## config.mk

```make
export PLATFORM = sky130hd
export DESIGN_NAME = csm_device_flat
export DESIGN_NICKNAME = d
export VERILOG_FILES = /design/src/csm_pkg.sv /design/src/csm_if.sv /design/src/csm_match_row.sv /design/src/csm_device.sv /design/src/flat_wrapper.sv
export SDC_FILE = /design/constraint.sdc
export NUM_CORES = 2
export LEC_CHECK = 0
export BUFFER_PORTS_ARGS = -buffer_cell sky130_fd_sc_hd__buf_2
export CORE_MARGIN = 1
export CORE_UTILIZATION = 57
export CTS_CLUSTER_SIZE = 8
export DETAILED_ROUTE_END_ITERATION = 7
export PLACE_DENSITY = 0.76
export SKIP_LAST_GASP = 1
export SYNTH_ARGS = -nofsm -noshare
export SYNTH_HDL_FRONTEND = slang
export SYNTH_HIERARCHICAL = 1
export SYNTH_SLANG_ARGS = --single-unit
```

## constraint.sdc

```tcl
create_clock -name clk_sys -period 301.5 [get_ports clk_sys]
set_input_delay 75.375 -clock clk_sys [delete_from_list [all_inputs] [get_ports clk_sys]]
set_output_delay 75.375 -clock clk_sys [all_outputs]
set_load 0.02 [all_outputs]
```

## src/csm_pkg.sv

```systemverilog
// constants and types shared by both ends of the search memory
//
// Behaviour
// [RULE_01] memory holds 32 words of 32 bits
// [RULE_02] key compared against every word at once
// [RULE_03] match flag high when any word matches
// [RULE_04] don't-care bits never affect a match
// [RULE_05] encoded mode gives binary matching index
// [RULE_06] unencoded mode: 16 lines over two cycles
// [RULE_07] user keeps words unique for encoded mode
// [RULE_08] write takes two cycles, three with mask
// [RULE_09] preloaded contents, writable during operation
// [RULE_10] separate input and output side clocks
// [RULE_11] each of six paths optionally registered
// [RULE_12] local, global, chip reset clear everything
// [RULE_13] user drives enables, clock, clear; enable gates
// [RULE_14] four dedicated clocks plus global, local
// [RULE_15] first cycle words 0-15, second 16-31
// [RULE_16] encoded output five bits, zero on miss
// [RULE_17] lowest matching index wins in encoded mode
`default_nettype none
package csm_pkg;
	// ==================================================
	// array shape
	localparam int unsigned CSM_WORDS = 32;
	localparam int unsigned CSM_WIDTH = 32;
	localparam int unsigned CSM_AW    = 5;
	localparam int unsigned CSM_LINES = 16;
	localparam int unsigned CSM_NSRC  = 6;
	localparam logic [CSM_WORDS-1:0][CSM_WIDTH-1:0] CSM_INIT_WORDS = '0;
	// ==================================================
	// register path selects (bit index in path_reg)
	localparam int unsigned CSM_P_DIN   = 0;
	localparam int unsigned CSM_P_DOUT  = 1;
	localparam int unsigned CSM_P_RADDR = 2;
	localparam int unsigned CSM_P_WADDR = 3;
	localparam int unsigned CSM_P_WE    = 4;
	localparam int unsigned CSM_P_RE    = 5;
	// ==================================================
	// clock sources: 0..3 dedicated, then global, local
	localparam logic [2:0] CSM_SRC_GLOBAL = 3'h4;
	localparam logic [2:0] CSM_SRC_LOCAL  = 3'h5;
	// ==================================================
	// write sequencer states
	typedef enum logic [3:0] {
		CSM_W_IDLE = 4'h1,
		CSM_W_DATA = 4'h2,
		CSM_W_MASK = 4'h4,
		CSM_W_DONE = 4'h8
	} csm_wst_t;
	// ==================================================
	// controller register map (byte addresses)
	localparam logic [7:0] CSM_A_CTRL   = 8'h00;
	localparam logic [7:0] CSM_A_TICK   = 8'h04;
	localparam logic [7:0] CSM_A_WDATA  = 8'h08;
	localparam logic [7:0] CSM_A_WDC    = 8'h0C;
	localparam logic [7:0] CSM_A_WCMD   = 8'h10;
	localparam logic [7:0] CSM_A_KEY    = 8'h14;
	localparam logic [7:0] CSM_A_SRCH   = 8'h18;
	localparam logic [7:0] CSM_A_RESULT = 8'h1C;
	localparam logic [7:0] CSM_A_LINES  = 8'h20;
	localparam logic [7:0] CSM_A_STATUS = 8'h24;
	localparam logic [7:0] CSM_A_MASK   = 8'h28;
	localparam logic [7:0] CSM_A_CLR    = 8'h2C;
	// ctrl fields
	localparam int unsigned CSM_C_UNENC = 0;
	localparam int unsigned CSM_C_PATH  = 1;
	localparam int unsigned CSM_C_INSRC = 7;
	localparam int unsigned CSM_C_OUTSRC = 10;
	localparam int unsigned CSM_C_CEIN  = 13;
	localparam int unsigned CSM_C_CEOUT = 14;
	localparam logic [14:0] CSM_CTRL_RST = 15'h6000;
	localparam logic [5:0]  CSM_TICK_RST = 6'h3F;
	// wcmd fields
	localparam int unsigned CSM_WC_DCUSE = 5;
	localparam int unsigned CSM_WC_GO    = 8;
	// status / mask bits
	localparam int unsigned CSM_S_WDONE = 0;
	localparam int unsigned CSM_S_SDONE = 1;
	localparam int unsigned CSM_S_HIT   = 2;
	localparam int unsigned CSM_NSTAT   = 3;
	localparam logic [2:0]  CSM_MASK_RST = 3'h0;
	// result field
	localparam int unsigned CSM_R_MATCH = 8;
endpackage : csm_pkg
`default_nettype wire

```

## src/csm_if.sv

```systemverilog
// link between the search memory and the user logic that drives it
`default_nettype none
interface csm_if;
	import csm_pkg::*;
	logic                 we;
	logic [CSM_AW-1:0]    wr_addr;
	logic [CSM_WIDTH-1:0] wr_data;
	logic [CSM_WIDTH-1:0] wr_dc;
	logic                 wr_dc_use;
	logic                 read_strobe;
	logic [CSM_WIDTH-1:0] key;
	logic                 unenc;
	logic [5:0]           path_reg;
	logic [2:0]           in_src;
	logic [2:0]           out_src;
	logic                 ce_in;
	logic                 ce_out;
	logic [CSM_NSRC-1:0]  src_tick;
	logic                 clr_local;
	logic                 clr_global;
	logic                 wr_done;
	logic                 res_valid;
	logic                 res_match;
	logic [CSM_AW-1:0]    res_addr;
	logic [CSM_LINES-1:0] res_lines;
	logic                 res_hi;
	modport dev (
		input  we, wr_addr, wr_data, wr_dc, wr_dc_use, read_strobe, key, unenc,
		input  path_reg, in_src, out_src, ce_in, ce_out, src_tick,
		input  clr_local, clr_global,
		output wr_done, res_valid, res_match, res_addr, res_lines, res_hi
	);
	modport usr (
		output we, wr_addr, wr_data, wr_dc, wr_dc_use, read_strobe, key, unenc,
		output path_reg, in_src, out_src, ce_in, ce_out, src_tick,
		output clr_local, clr_global,
		input  wr_done, res_valid, res_match, res_addr, res_lines, res_hi
	);
endinterface : csm_if
`default_nettype wire

```

## src/csm_match_row.sv

```systemverilog
// one stored word compared against the key, masked bits ignored
`default_nettype none
module csm_match_row
	import csm_pkg::*;
(
	input  wire logic [CSM_WIDTH-1:0] key,
	input  wire logic [CSM_WIDTH-1:0] word,
	input  wire logic [CSM_WIDTH-1:0] dont_care,
	output logic                      hit
);
	// ==================================================
	// a masked bit counts as equal whatever the key holds
	assign hit = &((key ~^ word) | dont_care); // [RULE_04]
endmodule : csm_match_row
`default_nettype wire

```

## src/csm_device.sv

```systemverilog
// search memory end: storage, parallel compare, result encoding
//
// The implementer's own choices: register access over APB and the register addresses.
`default_nettype none
module csm_device
	import csm_pkg::*;
(
	input  wire logic clk_sys,
	input  wire logic arst_n,
	csm_if.dev        lnk
);
	import csm_pkg::*;

	typedef struct packed {
		logic [CSM_WORDS-1:0][CSM_WIDTH-1:0] data;
		logic [CSM_WORDS-1:0][CSM_WIDTH-1:0] dc;
		csm_wst_t             wst;
		logic                 we_q;
		logic                 dcuse_q;
		logic [CSM_AW-1:0]    waddr_q;
		logic [CSM_WIDTH-1:0] wdata_q;
		logic [CSM_WIDTH-1:0] wdc_q;
		logic                 re_q;
		logic [CSM_WIDTH-1:0] key_q;
		logic [CSM_WORDS-1:0] pipe_vec;
		logic                 pipe_v;
		logic [CSM_LINES-1:0] hold_hi;
		logic                 hi_pend;
		logic                 wr_done;
		logic                 valid;
		logic                 match;
		logic [CSM_AW-1:0]    enc;
		logic [CSM_LINES-1:0] lines;
		logic                 hi_phase;
	} csm_dev_state_t;

	csm_dev_state_t st_reg;
	csm_dev_state_t st_next;

	logic                 clr_n;
	logic                 in_go;
	logic                 out_go;
	logic                 we_s;
	logic                 dcuse_s;
	logic                 re_s;
	logic [CSM_AW-1:0]    waddr_s;
	logic [CSM_WIDTH-1:0] wdata_s;
	logic [CSM_WIDTH-1:0] wdc_s;
	logic [CSM_WIDTH-1:0] key_s;
	logic [CSM_WORDS-1:0] hit_vec;
	logic [CSM_WORDS-1:0] launch_vec;
	logic                 launch_v;

	// ==================================================
	// clearing
	// any of the three clears empties every register; the two
	// user clears come from flops so the combined reset is clean
	assign clr_n = arst_n & ~lnk.clr_local & ~lnk.clr_global; // [RULE_12]

	// ==================================================
	// clock source selection
	// both sides run on clk_sys; the chosen source acts as the
	// edge qualifier of that side, gated by the side's enable
	function automatic logic pick_src(input logic [2:0] sel,
	                                  input logic [CSM_NSRC-1:0] tick);
		logic r;
		r = 1'b0;
		if (sel < 3'(CSM_NSRC)) begin
			r = tick[sel];
		end
		return r;
	endfunction : pick_src

	assign in_go  = pick_src(lnk.in_src, lnk.src_tick) & lnk.ce_in;    // [RULE_10] [RULE_13] [RULE_14]
	assign out_go = pick_src(lnk.out_src, lnk.src_tick) & lnk.ce_out;  // [RULE_10] [RULE_13] [RULE_14]

	// ==================================================
	// path register bypass: each path uses its stage or the pin
	assign wdata_s = lnk.path_reg[CSM_P_DIN]   ? st_reg.wdata_q : lnk.wr_data;   // [RULE_11]
	assign wdc_s   = lnk.path_reg[CSM_P_DIN]   ? st_reg.wdc_q   : lnk.wr_dc;     // [RULE_11]
	assign waddr_s = lnk.path_reg[CSM_P_WADDR] ? st_reg.waddr_q : lnk.wr_addr;   // [RULE_11]
	assign we_s    = lnk.path_reg[CSM_P_WE]    ? st_reg.we_q    : lnk.we;        // [RULE_11]
	assign dcuse_s = lnk.path_reg[CSM_P_WE]    ? st_reg.dcuse_q : lnk.wr_dc_use; // [RULE_11]
	assign key_s   = lnk.path_reg[CSM_P_RADDR] ? st_reg.key_q   : lnk.key;       // [RULE_11]
	assign re_s    = lnk.path_reg[CSM_P_RE]    ? st_reg.re_q    : lnk.read_strobe; // [RULE_11]

	// ==================================================
	// compare the key against all words in the same cycle
	genvar gi;
	generate
		for (gi = 0; gi < CSM_WORDS; gi++) begin : g_row
			csm_match_row u_row (
				.key       (key_s),
				.word      (st_reg.data[gi]),
				.dont_care (st_reg.dc[gi]),
				.hit       (hit_vec[gi])
			); // [RULE_01] [RULE_02]
		end
	endgenerate

	// optional output stage sits between compare and result flops
	assign launch_vec = lnk.path_reg[CSM_P_DOUT] ? st_reg.pipe_vec : hit_vec; // [RULE_11]
	assign launch_v   = lnk.path_reg[CSM_P_DOUT] ? st_reg.pipe_v   : re_s;    // [RULE_11]

	// lowest set index; duplicates in encoded mode are the user's
	// problem, this only keeps the answer repeatable
	function automatic logic [CSM_AW-1:0] lowest(input logic [CSM_WORDS-1:0] v);
		logic [CSM_AW-1:0] r;
		r = '0;
		for (int i = CSM_WORDS - 1; i >= 0; i--) begin
			if (v[i]) begin
				r = CSM_AW'(i); // [RULE_17] [RULE_07]
			end
		end
		return r;
	endfunction : lowest

	// ==================================================
	// next state
	always_comb begin
		st_next = st_reg;
		// input side: path stages and the write sequencer
		if (in_go) begin
			st_next.we_q    = lnk.we;
			st_next.dcuse_q = lnk.wr_dc_use;
			st_next.waddr_q = lnk.wr_addr;
			st_next.wdata_q = lnk.wr_data;
			st_next.wdc_q   = lnk.wr_dc;
			st_next.re_q    = lnk.read_strobe;
			st_next.key_q   = lnk.key;
			unique case (st_reg.wst)
				CSM_W_IDLE: begin
					if (we_s) begin
						st_next.wst = CSM_W_DATA; // [RULE_08] cycle one
					end
				end
				CSM_W_DATA: begin
					st_next.data[waddr_s] = wdata_s; // [RULE_09]
					st_next.dc[waddr_s]   = '0;
					if (dcuse_s) begin
						st_next.wst = CSM_W_MASK; // [RULE_08] third cycle
					end else begin
						st_next.wst     = CSM_W_DONE;
						st_next.wr_done = 1'b1;
					end
				end
				CSM_W_MASK: begin
					st_next.dc[waddr_s] = wdc_s; // [RULE_04]
					st_next.wst         = CSM_W_DONE;
					st_next.wr_done     = 1'b1;
				end
				CSM_W_DONE: begin
					// wait for the writer to let go, so a held enable
					// never starts a second write of the same word
					if (!we_s) begin
						st_next.wst     = CSM_W_IDLE;
						st_next.wr_done = 1'b0;
					end
				end
				default: begin
					st_next.wst = CSM_W_IDLE;
				end
			endcase
		end
		// output side: result stage and two-cycle line readout
		if (out_go) begin
			st_next.pipe_vec = hit_vec;
			st_next.pipe_v   = re_s;
			st_next.valid    = 1'b0;
			st_next.hi_phase = 1'b0;
			if (st_reg.hi_pend) begin
				// second cycle; a search offered now is not taken
				st_next.lines    = st_reg.hold_hi; // [RULE_06] [RULE_15]
				st_next.hi_phase = 1'b1;
				st_next.valid    = 1'b1;
				st_next.hi_pend  = 1'b0;
			end else if (launch_v) begin
				st_next.valid = 1'b1;
				st_next.match = |launch_vec;        // [RULE_03]
				st_next.enc   = lowest(launch_vec); // [RULE_05] [RULE_16]
				if (lnk.unenc) begin
					st_next.lines   = launch_vec[CSM_LINES-1:0];         // [RULE_06] [RULE_15]
					st_next.hold_hi = launch_vec[CSM_WORDS-1:CSM_LINES]; // [RULE_15]
					st_next.hi_pend = 1'b1;
				end else begin
					st_next.lines = '0;
				end
			end
		end
	end

	// ==================================================
	// state register; preloaded words come back on every clear
	always_ff @(posedge clk_sys or negedge clr_n) begin
		if (!clr_n) begin
			st_reg          <= '0;
			st_reg.data     <= CSM_INIT_WORDS; // [RULE_09]
			st_reg.wst      <= CSM_W_IDLE;
		end else begin
			st_reg <= st_next;
		end
	end

	// ==================================================
	// outputs straight from the state flops
	assign lnk.wr_done   = st_reg.wr_done;
	assign lnk.res_valid = st_reg.valid;
	assign lnk.res_match = st_reg.match;
	assign lnk.res_addr  = st_reg.enc;
	assign lnk.res_lines = st_reg.lines;
	assign lnk.res_hi    = st_reg.hi_phase;
endmodule : csm_device
`default_nettype wire

```

## src/flat_wrapper.sv

```systemverilog
// flat-port wrapper written by rule: the top's interface ports become plain ports
module csm_device_flat import csm_pkg::*;
  (clk_sys, arst_n, lnk_we, lnk_wr_addr, lnk_wr_data, lnk_wr_dc, lnk_wr_dc_use, lnk_read_strobe, lnk_key, lnk_unenc, lnk_path_reg, lnk_in_src, lnk_out_src, lnk_ce_in, lnk_ce_out, lnk_src_tick, lnk_clr_local, lnk_clr_global, lnk_wr_done, lnk_res_valid, lnk_res_match, lnk_res_addr, lnk_res_lines, lnk_res_hi);
  csm_if lnk_i ();
  input  wire logic clk_sys;
  input  wire logic arst_n;
  input wire logic [$bits(lnk_i.we)-1:0] lnk_we;
  input wire logic [$bits(lnk_i.wr_addr)-1:0] lnk_wr_addr;
  input wire logic [$bits(lnk_i.wr_data)-1:0] lnk_wr_data;
  input wire logic [$bits(lnk_i.wr_dc)-1:0] lnk_wr_dc;
  input wire logic [$bits(lnk_i.wr_dc_use)-1:0] lnk_wr_dc_use;
  input wire logic [$bits(lnk_i.read_strobe)-1:0] lnk_read_strobe;
  input wire logic [$bits(lnk_i.key)-1:0] lnk_key;
  input wire logic [$bits(lnk_i.unenc)-1:0] lnk_unenc;
  input wire logic [$bits(lnk_i.path_reg)-1:0] lnk_path_reg;
  input wire logic [$bits(lnk_i.in_src)-1:0] lnk_in_src;
  input wire logic [$bits(lnk_i.out_src)-1:0] lnk_out_src;
  input wire logic [$bits(lnk_i.ce_in)-1:0] lnk_ce_in;
  input wire logic [$bits(lnk_i.ce_out)-1:0] lnk_ce_out;
  input wire logic [$bits(lnk_i.src_tick)-1:0] lnk_src_tick;
  input wire logic [$bits(lnk_i.clr_local)-1:0] lnk_clr_local;
  input wire logic [$bits(lnk_i.clr_global)-1:0] lnk_clr_global;
  output wire logic [$bits(lnk_i.wr_done)-1:0] lnk_wr_done;
  output wire logic [$bits(lnk_i.res_valid)-1:0] lnk_res_valid;
  output wire logic [$bits(lnk_i.res_match)-1:0] lnk_res_match;
  output wire logic [$bits(lnk_i.res_addr)-1:0] lnk_res_addr;
  output wire logic [$bits(lnk_i.res_lines)-1:0] lnk_res_lines;
  output wire logic [$bits(lnk_i.res_hi)-1:0] lnk_res_hi;
  assign lnk_i.we = lnk_we;
  assign lnk_i.wr_addr = lnk_wr_addr;
  assign lnk_i.wr_data = lnk_wr_data;
  assign lnk_i.wr_dc = lnk_wr_dc;
  assign lnk_i.wr_dc_use = lnk_wr_dc_use;
  assign lnk_i.read_strobe = lnk_read_strobe;
  assign lnk_i.key = lnk_key;
  assign lnk_i.unenc = lnk_unenc;
  assign lnk_i.path_reg = lnk_path_reg;
  assign lnk_i.in_src = lnk_in_src;
  assign lnk_i.out_src = lnk_out_src;
  assign lnk_i.ce_in = lnk_ce_in;
  assign lnk_i.ce_out = lnk_ce_out;
  assign lnk_i.src_tick = lnk_src_tick;
  assign lnk_i.clr_local = lnk_clr_local;
  assign lnk_i.clr_global = lnk_clr_global;
  assign lnk_wr_done = lnk_i.wr_done;
  assign lnk_res_valid = lnk_i.res_valid;
  assign lnk_res_match = lnk_i.res_match;
  assign lnk_res_addr = lnk_i.res_addr;
  assign lnk_res_lines = lnk_i.res_lines;
  assign lnk_res_hi = lnk_i.res_hi;
  csm_device u_core (.clk_sys(clk_sys), .arst_n(arst_n), .lnk(lnk_i));
endmodule
```

; After elaboration in Yosys (flattened, before gate mapping)
; Cells that the tools add are included.
[classes]
n_lt_le_gt_ge = 6
eq_ne = 7
muxes = 67
bitwise = 73
n_reduce_logical = 44
[op_table]
columns = cell, n
row1 = $bwmux 1024, 2
row2 = $pmux 1024 s2, 1
row3 = $and 1024x1024->1024, 1
row4 = $not 1024->1024, 1
row5 = $or 32x32->32, 32
row6 = $reduce_and 32->1, 32
row7 = $xnor 32x32->32, 32
row8 = $mux 5, 33
row9 = $demux 32 s5, 1
row10 = $mux 32, 5
row11 = $mux 16, 2
row12 = $reduce_or 32->1, 1
row13 = $mux 23, 1
row14 = $pmux 4 s4, 1
row15 = $mux 1, 15
row16 = $mux 4, 3
row17 = $lt 3x4->1 const B, 2
row18 = $reduce_and 4->1, 2
row19 = $bmux 1 s3, 2
row20 = $lt 3x3->1 const B, 2
row21 = $lt 5x6->1 const B, 1
row22 = $reduce_and 2->1, 3
row23 = $reduce_and 3->1, 2
row24 = $ge 5x1->1 const B, 1
row25 = 12 further kinds, 19
[totals]
reg_bits = 2231
input_bits = 129
out_inout_bits = 25
wordCells = 279

; Depth between registers and ports, before layout
[logic_depth]
ltp_word = 39
ltp_mapped = 13
ltp_nobuf = 11

; Hierarchy
; Netlist, hierarchy kept.
[by_module_without_submodules]
columns = module, n_inst, cells_each, area_per_inst_um2
row1 = csm_device, 1, 6954, 84447.2
row2 = csm_match_row, 32, 53, 414.1

; Worst setup path after synthesis
; OpenSTA, ideal clock, no wires.
[synth_timing]
path_type = in2reg
startpoint = input lnk_path_reg[2]
endpoint = register u_core.st_reg, in the netlist u_core/lnk.res_addr[1]
setup_time_ps = 127
arrival_time_ps = 78260
required_time_ps = 301373
path_slack_ps = 223112
stages = 13
path_buffers = 2
cell_sequence = clkbuf_1 > buf_1 > mux2_2 > xnor2_1 > o22ai_1 > nor4_1 > and4_1 > nor3_1 > or2_2 > a211oi_1 > o31ai_1 > a31oi_1 > o21ai_0
[synth_lines]
columns = element, line
row1 = from (decl), flat_wrapper.sv:15  ; input wire logic [$bits(lnk_i.path_reg)-1:0] lnk_path_reg;
row2 = $mux 32, csm_device.sv:84  ; assign key_s = lnk.path_reg[CSM_P_RADDR] ? st_reg.key_q : lnk.key;
row3 = net u_core.key_s[23], csm_device.sv:49  ; logic [CSM_WIDTH-1:0] key_s;
row4 = $xnor 32x32->32, csm_match_row.sv:13  ; assign hit = &((key ~^ word) | dont_care);
row5 = $or 32x32->32, csm_match_row.sv:13
row6 = $reduce_and 32->1, csm_match_row.sv:13
row7 = net u_core.hit_vec[29], csm_device.sv:50  ; logic [CSM_WORDS-1:0] hit_vec;
row8 = $mux 32, csm_device.sv:102  ; assign launch_vec = lnk.path_reg[CSM_P_DOUT] ? st_reg.pipe_vec : hit_vec;
row9 = $mux 5 (30 in series), csm_device.sv:111  ; if (v[i]) begin
row10 = to (signal assigned), csm_device.sv:200  ; st_reg <= st_next;
row11 = to (decl), csm_device.sv:37  ; csm_dev_state_t st_reg;
; The timed path passes the listed nets, and every way through them passes these cells.
; A chain may end at the register's enable or synchronous reset.

; Worst setup path in the final report
[layout_timing]
startpoint = input lnk_path_reg[2]
endpoint = register u_core.st_reg, in the netlist u_core/lnk.res_addr[1]
[layout_lines]
columns = element, line
row1 = $mux 32, csm_device.sv:84
row2 = net u_core.key_s[28], csm_device.sv:49
row3 = $xnor 32x32->32, csm_match_row.sv:13
row4 = $or 32x32->32, csm_match_row.sv:13
row5 = $reduce_and 32->1, csm_match_row.sv:13
row6 = net u_core.hit_vec[24], csm_device.sv:50
row7 = $mux 32, csm_device.sv:102
row8 = $mux 5 (25 in series), csm_device.sv:111
; The timed path passes the listed nets, and every way through them passes these cells.

==> results.ini <==
[logic_synthesis]
yosys_warnings=6
ys_ff_latch=2231
yosys.area.top_type_share_pct=57.1
netlist_instances=8650
synthesis.nets=8779
async_reset_ff_share_pct=100
synth_edf_count=0
synth_common_cells=2230 x dfrtp_1, 1411 x nand2_1, 1062 x o21ai_0
yosysMostFrequentCell=dfrtp_1
ys_top_cells_by_area=dfrtp_1 57%, mux2_2 10%, xnor2_1 9.2%
yosysTopAreaCell=dfrtp_1
synth.distinct_cells=56
seq_area_frac_synth_pct=57.1
syn_area_sq_mm=0.0977
synthFlopType=dfrtp_1
avgSynthCellArea_sq_um=11.3

[floorplanning]
core_sq_mm=0.170
die-width_um=416
fp-row-count=151
die_y_um=416
ios=154
initial_utilization_pct=57.5
dieArea_sq_mm=0.173

[setup_path]
path_buf_inv=2
crit_path_end_kind=flop
r2r_slack_ps=297050
start_kind=input pin
worst_path_max_delay_cell=nor4_1
reg2reg_from=u_core/st_reg[103]
max_stage_delay_ps=1130
cpLargestDelayFamily=simple AND/OR/NAND/NOR gates
r2r_cells=12
cp_max_fo=32
required_ps=302270
path_cells=buf_2 > mux2_2 > buf_4 > xnor2_1 > o22ai_1 > nor4_1 > and4_1 > nor3_1 > a21oi_1 > nor2b_1 > o31ai_1 > a31oi_1 > o21ai_0
arrival_ps=80220
criticalPathCategory=in -> reg
r2r_end=u_core/lnk.res_addr[1]

[run_status]
violations=max-capacitance violations
status=complete, but fails checks

[placed_design]
dp.cells=10600
globalplace.congestion=0.941
port_buffers=153
dp_hpwl_um=168000
dpl_cell_area_sq_mm=0.100

[routing]
via_per_inst=6.27
routedWlPerCell_um=25.8
wl_um=283000
drt-pass1-iter-count=6
drc=0
postRouteAntennaNets=0
drtIter0Drc=7203
via_count=68900

[clocking]
clockBufferDepth=4
cts_tree=yes
cts-root-buf=clkbuf_16
post_cts_buffers=0
htree_levels=5
path_clk_slew_ps=50
cts_buffers=329
cts_resized=0
clock_sinks=2231
clock_latency_ps=930
ctsHoldBuffers=0

[global_routing]
antenna_found_initial=41
grt_max_degree=178
grt_pass1_vias=70600
grt_pass1_wl_um=430000
grt-ovfl-total=0
grt_usage_pct=32.9

[power]
leakagePower_nw=48.5
powerDensity_mw_per_mm2=6.67
power_mw=0.726
peakVddDrop_v=0.00000620

[cells_and_area]
nFillCells=12300
fin_cells=11000
nets=8865
area_delta_synth_final_pct=11.5
largest_register_ffs=2206
final_cell_area_sq_mm=0.109
drive_above_1_share_pct=18.7

[sta]
final.setup_skew_ps=84.4
hold_viol_final=0
fin_crit_sh_pct=26.4
tightest_slew_ps=1470
slew_viol_final=0
relSlewSlack_pct=1.08
hold_ws_ps=469
finalSetupViolations=0
period_needed_ps=79450
tns_ps=0
rsz0062_at_grt=no
fmax_ghz=0.0126

[worst_hold_path]
worstHoldStart=u_core/st_reg[89]
min_to=u_core/st_reg[89]
holdPathStages=2
hp-class=reg -> reg

[flow_run]
drv_cap=1

## cells by family (layout without fill, tap and decap cells)
group	count (synthesis)	after routing	synth area share (%)
AO/OA/AOI/OAI	1826	1826	10.2
multiplexers	1065	1065	12.2
flip-flops	2231	2231	57.1
AND/OR/NAND/NOR	1923	1923	8.55
other	0	16	0
XOR/XNOR	1024	1024	9.18
buffers and inverters	581	687	2.70
## report_power, final
part           internal, mW  switching [mW]  total (mW)
Combinational        0.0325          0.0578      0.0903
Clock                 0.196           0.122       0.318
Sequential            0.310         0.00729       0.318
Total                 0.539           0.187       0.726
## layout by cell type, fill, tap and decap left out, drive strengths merged, types with 16 or more instances in the layout
cell	count
a22oi	16
nor3	56
mux2	1006
dfrtp	2230
nand3	36
o22ai	517
clkbuf	345
o21ai	1062
nor4	136
buf	321
a21oi	194
xnor2	1024
and4	32
inv	18
nor2	209
nand2	1411
diode	16
mux2i	57
## how the worst max path moves through the flow
| stage | start | to | slack [ps] | cells past startpoint |
|---|---|---|---|---|
| finish | lnk_path_reg[2] | u_core/lnk.res_addr[1] | 222050 | 13 |
| global route | lnk_clr_local | u_core/st_reg[1435] | 221520 | 7 |
| CTS | lnk_clr_local | u_core/st_reg[66] | 222180 | 7 |
| detailed placement | lnk_clr_local | u_core/st_reg[1309] | 221260 | 7 |
| global placement | lnk_clr_local | u_core/st_reg[1277] | 221360 | 7 |
| floorplan | lnk_clr_local | u_core/lnk.res_addr[0] | 104470 | 1 |
## worst register-to-register path, cell delays in order (launching register included)
cell and delay (ps):
dfrtp_1 340, mux2_2 160, buf_4 630, xnor2_1 220
o22ai_1 110, nor4_1 1130, and4_1 810, nor3_1 110
a21oi_1 220, nor2b_1 180, o31ai_1 100, a31oi_1 180
o21ai_0 100
## per-layer routing
layer,global-route usage (%),wire length [um],vias to the layer above
met5,0,110,-
met4,16.7,14600,18
met3,6.92,23100,761
met2,52.6,134000,2991
met1,42.5,111000,35300
li1,-,-,29800
## area by class of cell
class / instances / area, sq um / share of cell area, %
inverter: 15 / 56.3 / 0.0517
clock buffer: 345 / 8500 / 7.81
timing repair buffer: 321 / 2100 / 1.93
tap: 2218 / 2780 / 2.55
multi-input combinational: 5838 / 39500 / 36.3
antenna: 16 / 40.0 / 0.0368
sequential: 2231 / 55800 / 51.3
clock inverter: 6 / 58.8 / 0.0540
## metrics by stage
| step | util [%] | worst slack, ps |
|---|---|---|
| 6_report | 64.1 | 222050 |
| 5_1_grt | 64.1 | 221520 |
| 4_1_cts | 64.1 | 222180 |
| 3_5_place_dp | 59.0 | 221260 |
| 3_3_place_gp | 59.0 | 221360 |
| 2_1_floorplan | - | 104470 |
Power figures use the tool's default switching activity.
